[config.mk]
export PLATFORM = sky130hd
export DESIGN_NAME = indirect_pointer_addressing
export DESIGN_NICKNAME = d
export VERILOG_FILES = /design/src/shared/indirect_pointer_pkg.sv /design/src/indirect_pointer_addressing.sv
export SDC_FILE = /design/constraint.sdc
export NUM_CORES = 1
export LEC_CHECK = 0
export ABC_AREA = 1
export BUFFER_PORTS_ARGS = -buffer_cell sky130_fd_sc_hd__buf_4
export CORE_MARGIN = 2
export CORE_UTILIZATION = 50
export CTS_CLUSTER_SIZE = 28
export DETAILED_ROUTE_END_ITERATION = 12
export PLACE_DENSITY = 0.8
export RECOVER_POWER = 50
export SYNTH_ARGS = -nofsm -noshare
export SYNTH_HDL_FRONTEND = slang
export SYNTH_SLANG_ARGS = --single-unit
[constraint.sdc]
create_clock -name clk -period 3.6 [get_ports clk]
set_clock_uncertainty 0.1 [all_clocks]
set_input_delay 0.18 -clock clk [delete_from_list [all_inputs] [get_ports clk]]
set_output_delay 0.18 -clock clk [all_outputs]
set_load 0.01 [all_outputs]
[src/shared/indirect_pointer_pkg.sv]
package indirect_pointer_pkg;

  // ------------------------------------------------------------
  // widths and counts
  // ------------------------------------------------------------
  localparam int NUM_PTR = 3;
  localparam int PTR_SLOTS = 4;
  localparam int PTR_W = 12;
  localparam int HIGH_W = 4;
  localparam int BYTE_W = 8;
  localparam int BUS_W = 32;
  localparam int IDX_W = 5;
  localparam int IDX_LSB = 2;
  localparam int SEL_W = 2;
  localparam int SLOT_W = 3;

  // ------------------------------------------------------------
  // register index: pointer number in the upper bits, slot below
  // byte address is four times the index
  // ------------------------------------------------------------
  localparam logic [SLOT_W-1:0] SLOT_PLAIN = 3'h0;
  localparam logic [SLOT_W-1:0] SLOT_POSTINC = 3'h1;
  localparam logic [SLOT_W-1:0] SLOT_POSTDEC = 3'h2;
  localparam logic [SLOT_W-1:0] SLOT_PREINC = 3'h3;
  localparam logic [SLOT_W-1:0] SLOT_OFFSET = 3'h4;
  localparam logic [SLOT_W-1:0] SLOT_HIGH = 3'h5;
  localparam logic [SLOT_W-1:0] SLOT_LOW = 3'h6;
  localparam logic [IDX_W-1:0] IDX_WORKING = 5'h18;
  localparam logic [IDX_W-1:0] IDX_UNMAPPED = 5'h1f;

  // ------------------------------------------------------------
  // reset values and bus codes
  // ------------------------------------------------------------
  localparam logic [HIGH_W-1:0] HIGH_RESET = 4'h0;
  localparam logic HRESP_OKAY = 1'b0;

endpackage

[src/indirect_pointer_addressing.sv]
// Our own choices: the placing of the registers and the AHB-Lite interface to the registers.
`timescale 1ns/10ps
// Function
// - plain access uses pointer, pointer unchanged
// - post-increment: access, then pointer plus one
// - post-decrement: access, then pointer minus one
// - pre-increment: pointer plus one, then access
// - offset access: pointer plus working register
// - three pointers, five access slots each
// - access slots redirect to data memory
// - reset clears the 4-bit pointer high parts, not the pointer low bytes or the working register
module indirect_pointer_addressing (
  // clock, reset, enable
  input wire logic clk,
  input wire logic rst_n,
  input wire logic ce,
  // ahb-lite slave
  input wire logic hsel,
  input wire logic [indirect_pointer_pkg::BUS_W-1:0] haddr,
  input wire logic [1:0] htrans,
  input wire logic hwrite,
  input wire logic [2:0] hsize,
  input wire logic [indirect_pointer_pkg::BUS_W-1:0] hwdata,
  input wire logic hready,
  output logic [indirect_pointer_pkg::BUS_W-1:0] hrdata,
  output logic hreadyout,
  output logic hresp,
  // data memory, combinational read
  output logic [indirect_pointer_pkg::PTR_W-1:0] memAddr,
  output logic [indirect_pointer_pkg::BYTE_W-1:0] memWrData,
  output logic memWrite,
  output logic memRead,
  input wire logic [indirect_pointer_pkg::BYTE_W-1:0] memRdData
);
  import indirect_pointer_pkg::*;

  // ------------------------------------------------------------
  // state
  // ------------------------------------------------------------
  logic [HIGH_W-1:0] ptrHigh [NUM_PTR];
  logic [BYTE_W-1:0] ptrLow [NUM_PTR];
  logic [PTR_W-1:0] ptrFull [PTR_SLOTS];
  logic [BYTE_W-1:0] working;
  logic pendValid;
  logic pendWrite;
  logic [IDX_W-1:0] pendIdx;

  logic accept;
  logic [IDX_W-1:0] busIdx;
  logic readOp;
  logic writeOp;
  logic opFire;
  logic regWrite;
  logic [IDX_W-1:0] opIdx;
  logic [SEL_W-1:0] opSel;
  logic [SLOT_W-1:0] opSlot;
  logic [PTR_W-1:0] curPtr;
  logic [PTR_W-1:0] offsetExt;
  logic [PTR_W-1:0] effAddr;
  logic [PTR_W-1:0] nextPtr;
  logic [BYTE_W-1:0] regRead;

  // slot that redirects to memory rather than holding a value
  function automatic logic isVirtual(input logic [IDX_W-1:0] idx);
    return (idx[IDX_W-1 -: SEL_W] < SEL_W'(NUM_PTR)) && (idx[SLOT_W-1:0] <= SLOT_OFFSET);
  endfunction

  // ------------------------------------------------------------
  // bus decode
  // ------------------------------------------------------------
  assign accept = ce & hsel & hready & htrans[1];
  assign busIdx = (haddr[BUS_W-1:IDX_LSB+IDX_W] == '0) ? haddr[IDX_LSB +: IDX_W]
                                                       : IDX_UNMAPPED;
  assign readOp = accept & ~hwrite & isVirtual(busIdx);
  assign writeOp = ce & pendValid & pendWrite & isVirtual(pendIdx);
  assign opFire = readOp | writeOp;
  assign regWrite = ce & pendValid & pendWrite & ~isVirtual(pendIdx);
  assign opIdx = writeOp ? pendIdx : busIdx;
  assign opSel = opIdx[IDX_W-1 -: SEL_W];
  assign opSlot = opIdx[SLOT_W-1:0];
  assign curPtr = ptrFull[opSel];
  // stall while frozen so an address phase is never lost
  assign hreadyout = ce & ~pendValid;
  assign hresp = HRESP_OKAY;

  // ------------------------------------------------------------
  // address arithmetic
  // ------------------------------------------------------------
  always_comb begin
    offsetExt = {{(PTR_W-BYTE_W){working[BYTE_W-1]}}, working};
    effAddr = curPtr;
    nextPtr = curPtr;
    unique case (opSlot)
      SLOT_POSTINC: nextPtr = curPtr + 1'b1;
      SLOT_POSTDEC: nextPtr = curPtr - 1'b1;
      SLOT_PREINC: begin
        nextPtr = curPtr + 1'b1;
        effAddr = nextPtr;
      end
      SLOT_OFFSET: effAddr = curPtr + offsetExt;
      default: effAddr = curPtr;
    endcase
  end

  // ------------------------------------------------------------
  // pointers
  // ------------------------------------------------------------
  generate
    for (genvar p = 0; p < NUM_PTR; p++) begin : gPtr
      localparam logic [SEL_W-1:0] SEL = SEL_W'(p);

      assign ptrFull[p] = {ptrHigh[p], ptrLow[p]};

      always_ff @(posedge clk) begin
        if (!rst_n) begin
          ptrHigh[p] <= HIGH_RESET;
        end else if (opFire && opSel == SEL) begin
          ptrHigh[p] <= nextPtr[PTR_W-1 -: HIGH_W];
        end else if (regWrite && pendIdx == {SEL, SLOT_HIGH}) begin
          ptrHigh[p] <= hwdata[HIGH_W-1:0];
        end
      end

      // low byte keeps its value through reset
      always_ff @(posedge clk) begin
        if (rst_n && opFire && opSel == SEL) begin
          ptrLow[p] <= nextPtr[BYTE_W-1:0];
        end else if (rst_n && regWrite && pendIdx == {SEL, SLOT_LOW}) begin
          ptrLow[p] <= hwdata[BYTE_W-1:0];
        end
      end
    end
    for (genvar q = NUM_PTR; q < PTR_SLOTS; q++) begin : gPad
      assign ptrFull[q] = '0;
    end
  endgenerate

  // ------------------------------------------------------------
  // working register
  // ------------------------------------------------------------
  always_ff @(posedge clk) begin
    if (rst_n && regWrite && pendIdx == IDX_WORKING) begin
      working <= hwdata[BYTE_W-1:0];
    end
  end

  // ------------------------------------------------------------
  // transfer tracking
  // ------------------------------------------------------------
  always_ff @(posedge clk) begin
    if (!rst_n) begin
      pendValid <= 1'b0;
      pendWrite <= 1'b0;
      pendIdx <= IDX_UNMAPPED;
    end else if (ce) begin
      pendValid <= accept;
      if (accept) begin
        pendWrite <= hwrite;
        pendIdx <= busIdx;
      end
    end
  end

  // ------------------------------------------------------------
  // read data
  // ------------------------------------------------------------
  always_comb begin
    regRead = '0;
    if (pendIdx == IDX_WORKING) begin
      regRead = working;
    end else if (pendIdx[SLOT_W-1:0] == SLOT_HIGH) begin
      regRead = BYTE_W'(ptrFull[pendIdx[IDX_W-1 -: SEL_W]][PTR_W-1 -: HIGH_W]);
    end else if (pendIdx[SLOT_W-1:0] == SLOT_LOW) begin
      regRead = ptrFull[pendIdx[IDX_W-1 -: SEL_W]][BYTE_W-1:0];
    end
  end

  always_ff @(posedge clk) begin
    if (!rst_n) begin
      hrdata <= '0;
    end else if (ce && pendValid && !pendWrite) begin
      hrdata <= BUS_W'(isVirtual(pendIdx) ? memRdData : regRead);
    end
  end

  // ------------------------------------------------------------
  // memory port
  // ------------------------------------------------------------
  always_ff @(posedge clk) begin
    if (!rst_n) begin
      memAddr <= '0;
      memWrData <= '0;
      memWrite <= 1'b0;
      memRead <= 1'b0;
    end else if (ce) begin
      memRead <= readOp;
      memWrite <= writeOp;
      if (opFire) begin
        memAddr <= effAddr;
      end
      if (writeOp) begin
        memWrData <= hwdata[BYTE_W-1:0];
      end
    end
  end

endmodule

==> summary.md, run 1 <==
| Metric | Value |
|---|---|
| Gpl congestion | `0.988` |
| Vias in the first global route | `5,908` |
| DP Wirelength | `14,400 um` |
| Tmin final | `3.33 ns` |
| H-tree depth | `3` |
| Mux cell area share after synthesis | `0.372%` |
| Final Hold Vio Count | `0` |
| Ant. Diodes | `0` |
| Simple-gate area share of the yosys netlist | `35.1%` |
| Placed Area | `0.00676 mm^2` |
| Remaining antenna violation count | `0` |
| GRT Total Usage | `30.0%` |
| Outcome | `completed` |
| Synth Flop Type | `edfxtp_1` |
| Port-buffer cells | `83` |
| Post-synth ARST share | `0%` |
| Unrepaired setup endpoints after global routing | `no` |
| Layout cells sized above 1 | `14.2%` |
| P&R area growth vs syn | `18.7%` |
| Fillers | `1,127` |
| Pin count of the biggest net entering global routing | `30` |
| Final worst path period share | `92.6%` |
| Final net count | `1,092` |
| Max Clk Rate | `300 MHz` |
| Total core area | `0.0119 mm^2` |
| Leakage power | `3.26 nW` |
| Complex-gate fraction of the synthesized area | `16.1%` |
| WL/cell | `16.9 um` |
| Worst rel slew slack | `44.0%` |
| Num rows | `40` |
| Drt total wl | `19,400 um` |
| Crit path DAT | `3.48 ns` |
| Finish-stage setup viols | `0` |
| First-pass GRT wire length | `30,300 um` |
| Setup CP Type | `flip-flop to flip-flop` |
| Top post-synthesis cells by area | `edfxtp_1 22%, nand2_1 16%, dfxtp_1 12%` |
| First DRT Iteration DRCs | `794` |
| CP endpoint kind | `flip-flop` |
| Initial core utilization | `50.8%` |
| Initial antenna violation count | `0` |
| Grt ovf | `0` |
| Post-synth cell types | `44` |
| Largest family of logic cells by synthesized area | `simple AND/OR/NAND/NOR gates` |
| Vias per cell | `5.68` |
| CTS root buf | `clkbuf_16` |
| CTS Buf Count | `9` |
| Mapped Area | `0.00605 mm^2` |
| IR drop worst, VDD | `191 uV` |
| Share of the synthesized area in the top cell type | `21.8%` |
| Vias | `6,517` |
| Post-synthesis adder-cell area fraction | `2.90%` |
| Drt pass-1 iters | `6` |
| Setup TNS | `0 ns` |
| Pwr dens | `299 mW/mm^2` |
| Longest Clk Path Bufs | `2` |
| Die ar. | `0.0130 mm^2` |
| Startpoint Class | `flip-flop` |
| CP max FO | `11` |
| Pins Over Slew Limit | `0` |
| Worst-skew pair later-pin latency | `0.35 ns` |
| Mapped Cells | `885` |
| Clock Pin Slew Worst Setup and Hold Paths | `0.07 ns` |
| Seq/Total Area, Yosys | `34.1%` |
| CTS tree | `yes` |
| Largest area contributor in the netlist | `edfxtp_1` |
| Die Ht | `114 um` |
| Yosys warns | `0` |
| # clock sinks | `81` |
| Measured slew at the worst slew-check pin | `0.836 ns` |
| Chip Width | `114 um` |
| EDFF count, synth | `44` |
| Post-route cell area | `0.00718 mm^2` |
| CP Data Required Time | `3.75 ns` |
| Worst min-delay path category | `input pin to flip-flop` |
| DRC viols | `0` |
| Mapped Avg Cell Area | `6.83 um^2` |
| I/O Pins | `139` |
| XOR/XNOR Fraction of Synth Area | `0.290%` |
| Max-cap violations | `0` |
| Seq cells post-synth | `81` |
[power by group]
| part | switching [mW] | internal (mW) | total, mW |
|---|---|---|---|
| Sequential | 0.00620 | 0.977 | 0.983 |
| Combinational | 0.0734 | 0.0559 | 0.129 |
| Clock | 0.407 | 0.628 | 1.04 |
[cell type report]
class                      instances  area (um^2)  share of cell area, %
multi-input combinational        682         3450                   48.0
sequential                        81         2060                   28.7
timing repair buffer             120          778                   10.8
inverter                         101          383                   5.33
clock buffer                      10          239                   3.33
tap                              147          184                   2.56
clock inverter                     6         88.8                   1.24
[placed cells by master, fill, tap and decap left out, types with 14 or more instances in the layout]
cell type	Yosys	layout
dfxtp_1	37	37
nor2_1	66	65
o21ai_0	68	68
nand2_1	253	252
buf_4	26	61
clkbuf_1	14	42
a21oi_1	51	48
conb_1	1	25
nand3_1	85	85
dlygate4sd3_1	0	14
edfxtp_1	44	44
inv_1	92	92
[critical path, stage by stage, from the launching register on]
cell and delay, ns:
dfxtp_1 0.30, inv_1 0.12, nand2_1 0.12, a21boi_4 0.18, nand2_4 0.12, buf_4 0.16
nand3_1 0.11, o21ai_4 0.11, buf_4 0.21, nand3_1 0.14, nand2_4 0.14, ha_1 0.42
inv_1 0.10, nor3_1 0.33, a21o_1 0.21, nand3_1 0.09, nand2_1 0.07, nand2_1 0.04
nand3_1 0.07, a21oi_1 0.07
[per-layer routing]
| layer | wire length [um] | track usage [%] | part of all wire, % | up-vias |
|---|---|---|---|---|
| li1 | - | - | - | 3118 |
| met1 | 8100 | 41.3 | 42 | 2978 |
| met2 | 8900 | 48.0 | 46 | 363 |
| met3 | 1750 | 3.99 | 9.0 | 58 |
| met4 | 657 | 12.1 | 3.4 | 0 |
| met5 | 0 | 0 | 0 | - |
[cell usage after synthesis (all sizes together), types with 2 or more instances]
cell type / number
a211oi: 3
a21o: 4
a21oi: 51
a221oi: 2
a22oi: 6
a31oi: 13
buf: 31
clkbuf: 14
clkinv: 3
dfxtp: 37
edfxtp: 44
ha: 14
inv: 98
mux2: 2
nand2: 268
nand3: 92
nand3b: 2
nand4: 12
nor2: 81
nor3: 9
o211ai: 4
o21ai: 83
o21bai: 3
or2: 3
[worst paths after layout]
path                 from         end  slack [ns]  cells past startpoint
min          memRdData[3]   hrdata[3]       0.009                      3
max            pendIdx[0]  memAddr[8]        0.27                     19
min reg2reg      memWrite    memWrite        0.37                      2
max reg2reg    pendIdx[0]  memAddr[8]        0.27                     19
[logic make-up (layout without fill, tap and decap cells)]
group / Yosys count / in the layout
XOR/XNOR: 2 / 2
adder cells (fa/ha/maj): 14 / 14
AND/OR/NAND/NOR: 467 / 467
multiplexers: 2 / 2
flip-flops: 81 / 81
AO/OA/AOI/OAI: 172 / 172
buffers and inverters: 146 / 237
other: 1 / 25
[through the flow]
stage / std cells / util (%) / hold WS [ns] / worst slack, ns / power (mW)
2_1_floorplan: 909 / - / 0.174 / 0.515 / 1.07
3_3_place_gp: 1108 / 56.7 / 0.290 / 0.157 / 1.12
3_5_place_dp: 1108 / 56.7 / 0.293 / 0.0338 / 1.12
4_1_cts: 1138 / 60.7 / 0.00145 / 0.00534 / 2.15
5_1_grt: 1147 / 60.3 / 0.0224 / 0.0170 / 2.19
6_report: 1147 / 60.3 / 0.00929 / 0.266 / 2.15
[sequential cells by signal (all words and copies together), names as in the netlist]
name / cells
hrdata: 8
memAddr: 12
memRead: 1
memWrData: 8
memWrite: 1
pendIdx: 5
pendValid: 1
pendWrite: 1
ptrHigh: 12
ptrLow: 24
working: 8
[repair_timing]
item | 4_1_cts | 5_1_grt
endpoints found under the setup margin | 0 | 12
gates resized for setup | 0 | 11
endpoints found under the hold margin | 14 | 0
hold buffers | 14 | 0
setup buffers | 0 | 9
(Power assumes the default switching activity.)
==> run 2, diff against run 1 <==
--- a/config.mk
+++ b/config.mk
@@ -13,6 +13,7 @@
 export DETAILED_ROUTE_END_ITERATION = 12
 export PLACE_DENSITY = 0.8
 export RECOVER_POWER = 50
+export SKIP_LAST_GASP = 1
 export SYNTH_ARGS = -nofsm -noshare
 export SYNTH_HDL_FRONTEND = slang
 export SYNTH_SLANG_ARGS = --single-unit
==> constraint.sdc (replaced) <==
create_clock -name clk -period 3.9 [get_ports clk]
set_clock_uncertainty 0.1 [all_clocks]
set_input_delay 0.195 -clock clk [delete_from_list [all_inputs] [get_ports clk]]
set_output_delay 0.195 -clock clk [all_outputs]
set_load 0.01 [all_outputs]
==> run 2 against run 1 <==
- non-clock buffer count down 9
- wire length down 3.5%
- via count down 2.4%
- clock power down 4%
- highest routed layer unchanged
- global-route usage down 0.44 points
==> summary.md, run 2 (synthesis results as in run 1) <==
| Metric | Value |
|---|---|
| Outcome | `completed` |
| Longest Clk Path Bufs | `2 (unchanged)` |
| Remaining antenna violation count | `0 (unchanged)` |
| Gpl congestion | `1.04 (+5.3%)` |
| Die ar. | `0.0130 mm^2 (unchanged)` |
| Post-route cell area | `0.00709 mm^2 (-1.3%)` |
| Setup TNS | `0 ns (unchanged)` |
| CP peak stage delay | `0.54 ns (+0.12 ns)` |
| Pin count of the biggest net entering global routing | `33 (+10%)` |
| CP endpoint kind | `flip-flop` |
| WL/cell | `16.5 um (-2.8%)` |
| Vias | `6,360 (-2.4%)` |
| CTS Buf Count | `9 (unchanged)` |
| Crit path cell chain | `dlygate4sd3_1 -> buf_4 -> nand3_1 -> inv_1 -> nand2_4 -> clkinv_1 -> nand2_1 -> nand2_4 -> nor2_4 -> nand2_1 -> nand2_4 -> ha_1 -> a21oi_1 -> inv_1 -> a21oi_1 -> inv_1 -> a221oi_1 -> nand2_1 -> nand2_1 -> nand3_1 -> a21oi_1` |
| Reg with most FFs | `ptrLow` |
| Port-buffer cells | `83 (unchanged)` |
| First DRT Iteration DRCs | `648 (-18%)` |
| CTS tree | `yes` |
| Post-CTS Resized | `0 (unchanged)` |
| Num rows | `40 (unchanged)` |
| Worst min-delay path category | `input pin to flip-flop` |
| DRC viols | `0 (unchanged)` |
| CP max-delay cell | `dlygate4sd3_1` |
| I/O Pins | `139 (unchanged)` |
| IR drop worst, VDD | `229 uV (+20%)` |
| Layout cells sized above 1 | `12.8% (-1.4 points)` |
| Max Clk Rate | `288 MHz` |
| Final worst path period share | `89.2%` |
| Worst rel slew slack | `43.2% (-0.82 points)` |
| Register area | `0.00206 mm^2 (unchanged)` |
| Startpoint Class | `input pin` |
| CTS root buf | `clkbuf_16` |
| Most common cell after layout, fill and taps aside | `nand2_1` |
| Die Ht | `114 um (unchanged)` |
| Final net count | `1,083 (-0.82%)` |
| Pwr dens | `285 mW/mm^2 (-4.7%)` |
| Ant. Diodes | `0 (unchanged)` |
| Max-cap violations | `0 (unchanged)` |
| Pins Over Slew Limit | `0 (unchanged)` |
| Chip Width | `114 um (unchanged)` |
| Vias per cell | `5.59 (-1.6%)` |
| DP Wirelength | `14,100 um (-1.9%)` |
| Unrepaired setup endpoints after global routing | `no` |
| First-pass GRT wire length | `29,600 um (-2.3%)` |
| Drt total wl | `18,700 um (-3.5%)` |
| CP max FO | `12 (+1)` |
| Pre-CTS setup slack | `0.321 ns (+0.287 ns)` |
| Initial core utilization | `50.8% (unchanged)` |
| Final Hold Vio Count | `0 (unchanged)` |
| Max reg flops | `24 (unchanged)` |
| # clock sinks | `81 (unchanged)` |
| Most frequent cells in the layout | `253 x nand2_1, 93 x inv_1, 85 x nand3_1` |
| CP Data Required Time | `4.09 ns (+0.34 ns)` |
| H-tree depth | `3 (unchanged)` |
| Footprint of the multi-input gates | `0.00340 mm^2 (-1.3%)` |
| Finish-stage setup viols | `0 (unchanged)` |
| P&R area growth vs syn | `17.2%` |
| Drt pass-1 iters | `6 (unchanged)` |
| Initial antenna violation count | `0 (unchanged)` |
| Measured slew at the worst slew-check pin | `0.849 ns (+0.0123 ns)` |
| Fillers | `1,125 (-0.18%)` |
| Top cell by count, worst path | `nand2_1` |
| Vias in the first global route | `5,706 (-3.4%)` |
| Final worst slack | `0.422 ns (+0.156 ns)` |
| Grt ovf | `0 (unchanged)` |
| Reg2reg setup slack | `0.47 ns (+0.20 ns)` |
| Tmin final | `3.48 ns` |
| Leakage power | `3.23 nW (-0.90%)` |
| Placed Area | `0.00677 mm^2 (+0.11%)` |
| GRT Total Usage | `29.6% (-0.44 points)` |
| Setup CP Type | `input pin to flip-flop` |
| Crit path DAT | `3.67 ns (+0.19 ns)` |
| Total core area | `0.0119 mm^2 (unchanged)` |
| Worst-skew pair later-pin latency | `0.36 ns (about the same)` |
| Top flop regs | `ptrLow x24, memAddr x12, ptrHigh x12` |
| Clock Pin Slew Worst Setup and Hold Paths | `0.07 ns (about the same)` |
[run 2: cell types whose count changed in the layout (fill, tap and decap cells not counted), sizes merged]
cell | before | now
clkbuf | 55 | 51
buf | 61 | 58
dlygate4sd3 | 14 | 12
clkinvlp | 2 | 1
inv | 99 | 100
[run 2: path summary, 6_finish.rpt]
path,start,to,depth (start not counted)
worst min register to register,memWrite,memWrite,2
worst max register to register,pendIdx[0],memAddr[10],20
worst max-delay path,ce,memAddr[11],21
worst min-delay path,memRdData[7],hrdata[7],3
[run 2: cell type report]
class	instances	area share, %
Clock buffer	10	3.53
Clock inverter	6	1.36
Inverter	101	5.35
Multi-Input combinational cell	682	48.0
Sequential cell	81	29.1
Tap cell	147	2.60
Timing Repair Buffer	111	10.1
[run 2: critical path, delay by kind of cell]
family                   cells  cell delay [ns]
AND/OR/NAND/NOR             10             1.22
AO/OA/AOI/OAI                4             0.93
adder cells (fa/ha/maj)      1             0.25
buffers and inverters        6             1.07
[run 2: repair_timing]
action                                  4_1_cts  5_1_grt
hold buffers                                 12        0
setup buffers                                 0        1
endpoints found under the setup margin        0        1
endpoints found under the hold margin        12        0
[run 2: report_power, final]
part | total (mW) | switching, mW | leakage (nW) | internal (mW)
sequential | 0.907 | 0.00593 | 0.774 | 0.901
clock | 0.996 | 0.389 | 0.166 | 0.608
combinational | 0.117 | 0.0667 | 2.29 | 0.0504
total | 2.02 | 0.461 | 3.23 | 1.56
[run 2: routing by layer]
layer / global-route usage, % / vias up / part of all wire, %
met5: 0 / - / 0
met4: 10.7 / 0 / 2.8
met3: 6.27 / 41 / 9.5
met2: 47.3 / 317 / 45
met1: 39.7 / 2897 / 42
li1: - / 3105 / -
[run 2: through the flow]
stage	cells	util, %	total power, mW	hold slack [ns]
after floorplan	909	-	0.988	0.189
after global placement	1109	56.8	1.03	0.305
after detailed placement	1109	56.8	1.04	0.301
after CTS	1137	60.7	2.03	0.0162
after global routing	1138	59.5	2.07	0.0249
final	1138	59.5	2.02	0.0210
==> run 3, diff against run 2 <==
--- a/config.mk
+++ b/config.mk
@@ -5,7 +5,6 @@
 export SDC_FILE = /design/constraint.sdc
 export NUM_CORES = 1
 export LEC_CHECK = 0
-export ABC_AREA = 1
 export BUFFER_PORTS_ARGS = -buffer_cell sky130_fd_sc_hd__buf_4
 export CORE_MARGIN = 2
 export CORE_UTILIZATION = 50
==> run 3 against run 2 <==
- combinational power is 8% lower
- critical path type is now flip-flop to flip-flop
- synthesized cell count is 27% lower
- largest cell class unchanged
- die area is 2.7% lower
==> summary.md, run 3 <==
| Metric | Value |
|---|---|
| I/O Pins | `139 (unchanged)` |
| Tmin final | `3.79 ns (+0.309 ns)` |
| Crit path DAT | `3.77 ns (+0.10 ns)` |
| Mapped Area | `0.00588 mm^2 (-2.8%)` |
| Vias in the first global route | `5,274 (-7.6%)` |
| # clock sinks | `81 (unchanged)` |
| Commonest cells in the netlist | `85 x nand2_1, 44 x edfxtp_1, 42 x o21ai_0, 37 x dfxtp_1, 36 x nor2_1` |
| Initial antenna violation count | `0 (unchanged)` |
| Mapped Avg Cell Area | `9.15 um^2 (+34%)` |
| H-tree depth | `3 (unchanged)` |
| DP Wirelength | `14,300 um (+1.5%)` |
| Most frequent cells in the layout | `93 x buf_4, 85 x nand2_1, 44 x edfxtp_1` |
| Total core area | `0.0115 mm^2 (-3.7%)` |
| Layout cells sized above 1 | `24.5% (+12 points)` |
| Reg with most FFs | `ptrLow` |
| Post-synth ARST share | `0% (unchanged)` |
| Yosys warns | `0 (unchanged)` |
| Remaining antenna violation count | `0 (unchanged)` |
| Drt total wl | `19,100 um (+2.2%)` |
| EDFF count, synth | `44 (unchanged)` |
| Hold slack | `0.0260 ns (+0.00504 ns)` |
| First DRT Iteration DRCs | `657 (+1.4%)` |
| Most common cell after layout, fill and taps aside | `buf_4` |
| Mapped Cells | `643 (-27%)` |
| CP Launch Point | `pendIdx[4]` |
| IR drop worst, VDD | `269 uV (+17%)` |
| Leakage power | `2.86 nW (-11%)` |
| Max reg flops | `24 (unchanged)` |
| Chip Width | `112 um (-1.3%)` |
| Final worst path period share | `97.1% (+7.9 points)` |
| P&R area growth vs syn | `20.2%` |
| Share of the synthesized area in the top cell type | `22.5% (+0.62 points)` |
| Die ar. | `0.0126 mm^2 (-2.7%)` |
| Vias per cell | `6.30 (+13%)` |
| Register area | `0.00206 mm^2 (unchanged)` |
| DRC viols | `0 (unchanged)` |
| Seq cells post-synth | `81 (unchanged)` |
| Worst min-delay path category | `input pin to flip-flop` |
| Port-buffer cells | `83 (unchanged)` |
| Ant. Diodes | `0 (unchanged)` |
| CTS root buf | `clkbuf_16` |
| Longest Clk Path Bufs | `2 (unchanged)` |
| CTS tree | `yes` |
| Final net count | `854 (-21%)` |
| Worst R2R Path Depth | `13 (-35%)` |
| Fillers | `1,009 (-10%)` |
| Pwr dens | `257 mW/mm^2 (-9.8%)` |
| Max-cap violations | `0 (unchanged)` |
| Initial core utilization | `51.3% (+0.52 points)` |
| Top flop regs | `ptrLow x24, memAddr x12, ptrHigh x12` |
| Startpoint Class | `flip-flop` |
| Most common cell in the netlist | `nand2_1` |
| Launch point of the worst reg-to-reg path | `pendIdx[4]` |
| Worst-skew pair later-pin latency | `0.34 ns (-0.02 ns)` |
| CTS Buf Count | `9 (unchanged)` |
| Max Clk Rate | `264 MHz (-8.2%)` |
| Grt ovf | `0 (unchanged)` |
| CP Data Required Time | `3.88 ns (-0.21 ns)` |
| Outcome | `completed` |
| GRT Total Usage | `29.8% (+0.24 points)` |
| WL/cell | `21.1 um (+28%)` |
| Die Ht | `112 um (-1.3%)` |
| Seq/Total Area, Yosys | `35.1% (+0.96 points)` |
| Final Hold Vio Count | `0 (unchanged)` |
| Synth Flop Type | `edfxtp_1` |
| Top post-synthesis cells by area | `edfxtp_1 22%, dfxtp_1 13%, nand2_1 5.4%` |
| Unrepaired setup endpoints after global routing | `yes` |
| Pin count of the biggest net entering global routing | `49 (+48%)` |
| Worst rel slew slack | `29.2% (-14 points)` |
| First-pass GRT wire length | `29,100 um (-1.7%)` |
| Gpl congestion | `0.936 (-10%)` |
| Largest area contributor in the netlist | `edfxtp_1` |
| Reg2reg setup slack | `0.11 ns (-0.36 ns)` |
| Vias | `5,703 (-10%)` |
| CP max FO | `10 (-2)` |
| Measured slew at the worst slew-check pin | `1.05 ns (+0.200 ns)` |
| Post-synth cell types | `88 (+100%)` |
| Footprint of the multi-input gates | `0.00359 mm^2 (+5.6%)` |
| Pins Over Slew Limit | `0 (unchanged)` |
| Worst hold path startpoint | `hwrite` |
| Worst Hold End | `pendWrite` |
| Hold Path Cell Cnt | `3 (unchanged)` |
| Num rows | `39 (-2.5%)` |
| Drt pass-1 iters | `5 (-1)` |
| CP endpoint kind | `flip-flop` |
| Post-layout util | `61.6% (+2.1 points)` |
| Setup CP Type | `flip-flop to flip-flop` |
| Worst reg2reg path endpoint | `ptrHigh[2][1]` |
| Clock Pin Slew Worst Setup and Hold Paths | `0.07 ns (about the same)` |
| Finish-stage setup viols | `0 (unchanged)` |
## run 3: cells by family (layout without fill, tap and decap cells)
group	Yosys count	in the layout	synth area share, %
AO/OA/AOI/OAI	195	195	23.9
XOR/XNOR	25	25	3.72
adder cells (fa/ha/maj)	14	14	2.98
buffers and inverters	72	167	7.04
flip-flops	81	81	35.1
multiplexers	40	40	7.32
other	1	25	0.0638
AND/OR/NAND/NOR	215	215	19.9
## run 3: metrics by stage
| step | power [mW] | instance area, um^2 | setup TNS [ns] | worst slack [ns] | std cells |
|---|---|---|---|---|---|
| global placement | 1.03 | 6720 | 0 | 0.100 | 874 |
| CTS | 1.82 | 7040 | 0 | 0.0287 | 894 |
| global route | 1.85 | 7070 | -0.169 | -0.0882 | 905 |
| floorplan | 0.983 | 5970 | 0 | 0.214 | 667 |
| finish | 1.82 | 7070 | 0 | 0.113 | 905 |
| detailed placement | 1.03 | 6720 | 0 | 0.00670 | 874 |
## run 3: power by group
group | internal [mW] | leakage, nW | switching (mW)
Sequential | 0.900 | 0.774 | 0.00626
Clock | 0.437 | 0.131 | 0.365
Combinational | 0.0455 | 1.96 | 0.0629
Total | 1.38 | 2.86 | 0.434
## run 3: worst max-delay path, cell delays in order (launching register included)
cell and delay, ns:
dfxtp_1 0.39, nand2_1 0.10, buf_4 0.16, nand3_4 0.14, nor3_1 0.08, a31o_1 0.33, a221oi_4 0.50, inv_2 0.11
buf_4 0.19, or4_4 0.56, o41ai_2 0.24, o211ai_1 0.19, xnor2_1 0.32, o21ai_1 0.12
## run 3: repair_timing
action                                 CTS  global route
pin swaps                                0             6
setup endpoints to repair                1             8
gates resized for setup                  1            12
hold buffers                             4             0
endpoints found under the hold margin    4             0
buffers inserted                         0            11
## run 3: cell type report
| type | instances | share of cell area (%) |
|---|---|---|
| inverter | 14 | 0.814 |
| timing repair buffer | 137 | 12.8 |
| multi-input combinational | 514 | 50.8 |
| tap | 143 | 2.53 |
| clock inverter | 5 | 0.567 |
| clock buffer | 11 | 3.29 |
| sequential | 81 | 29.2 |
## run 3: how the worst max path moves through the flow
stage / end / slack, ns / cells after the start
detailed placement: memAddr[11] / 0.007 / 16
floorplan: memAddr[10] / 0.21 / 16
global placement: memAddr[10] / 0.10 / 15
global route: ptrHigh[2][1] / -0.09 / 13
finish: ptrHigh[2][1] / 0.11 / 13
CTS: memAddr[10] / 0.03 / 15
## run 3: routing by layer
metal | up-vias | routed length, um | global-route usage, %
met4 | 0 | 561 | 9.76
met5 | - | 0 | 0
met1 | 2737 | 7890 | 40.6
li1 | 2600 | - | -
met3 | 37 | 1840 | 6.48
met2 | 329 | 8840 | 47.6
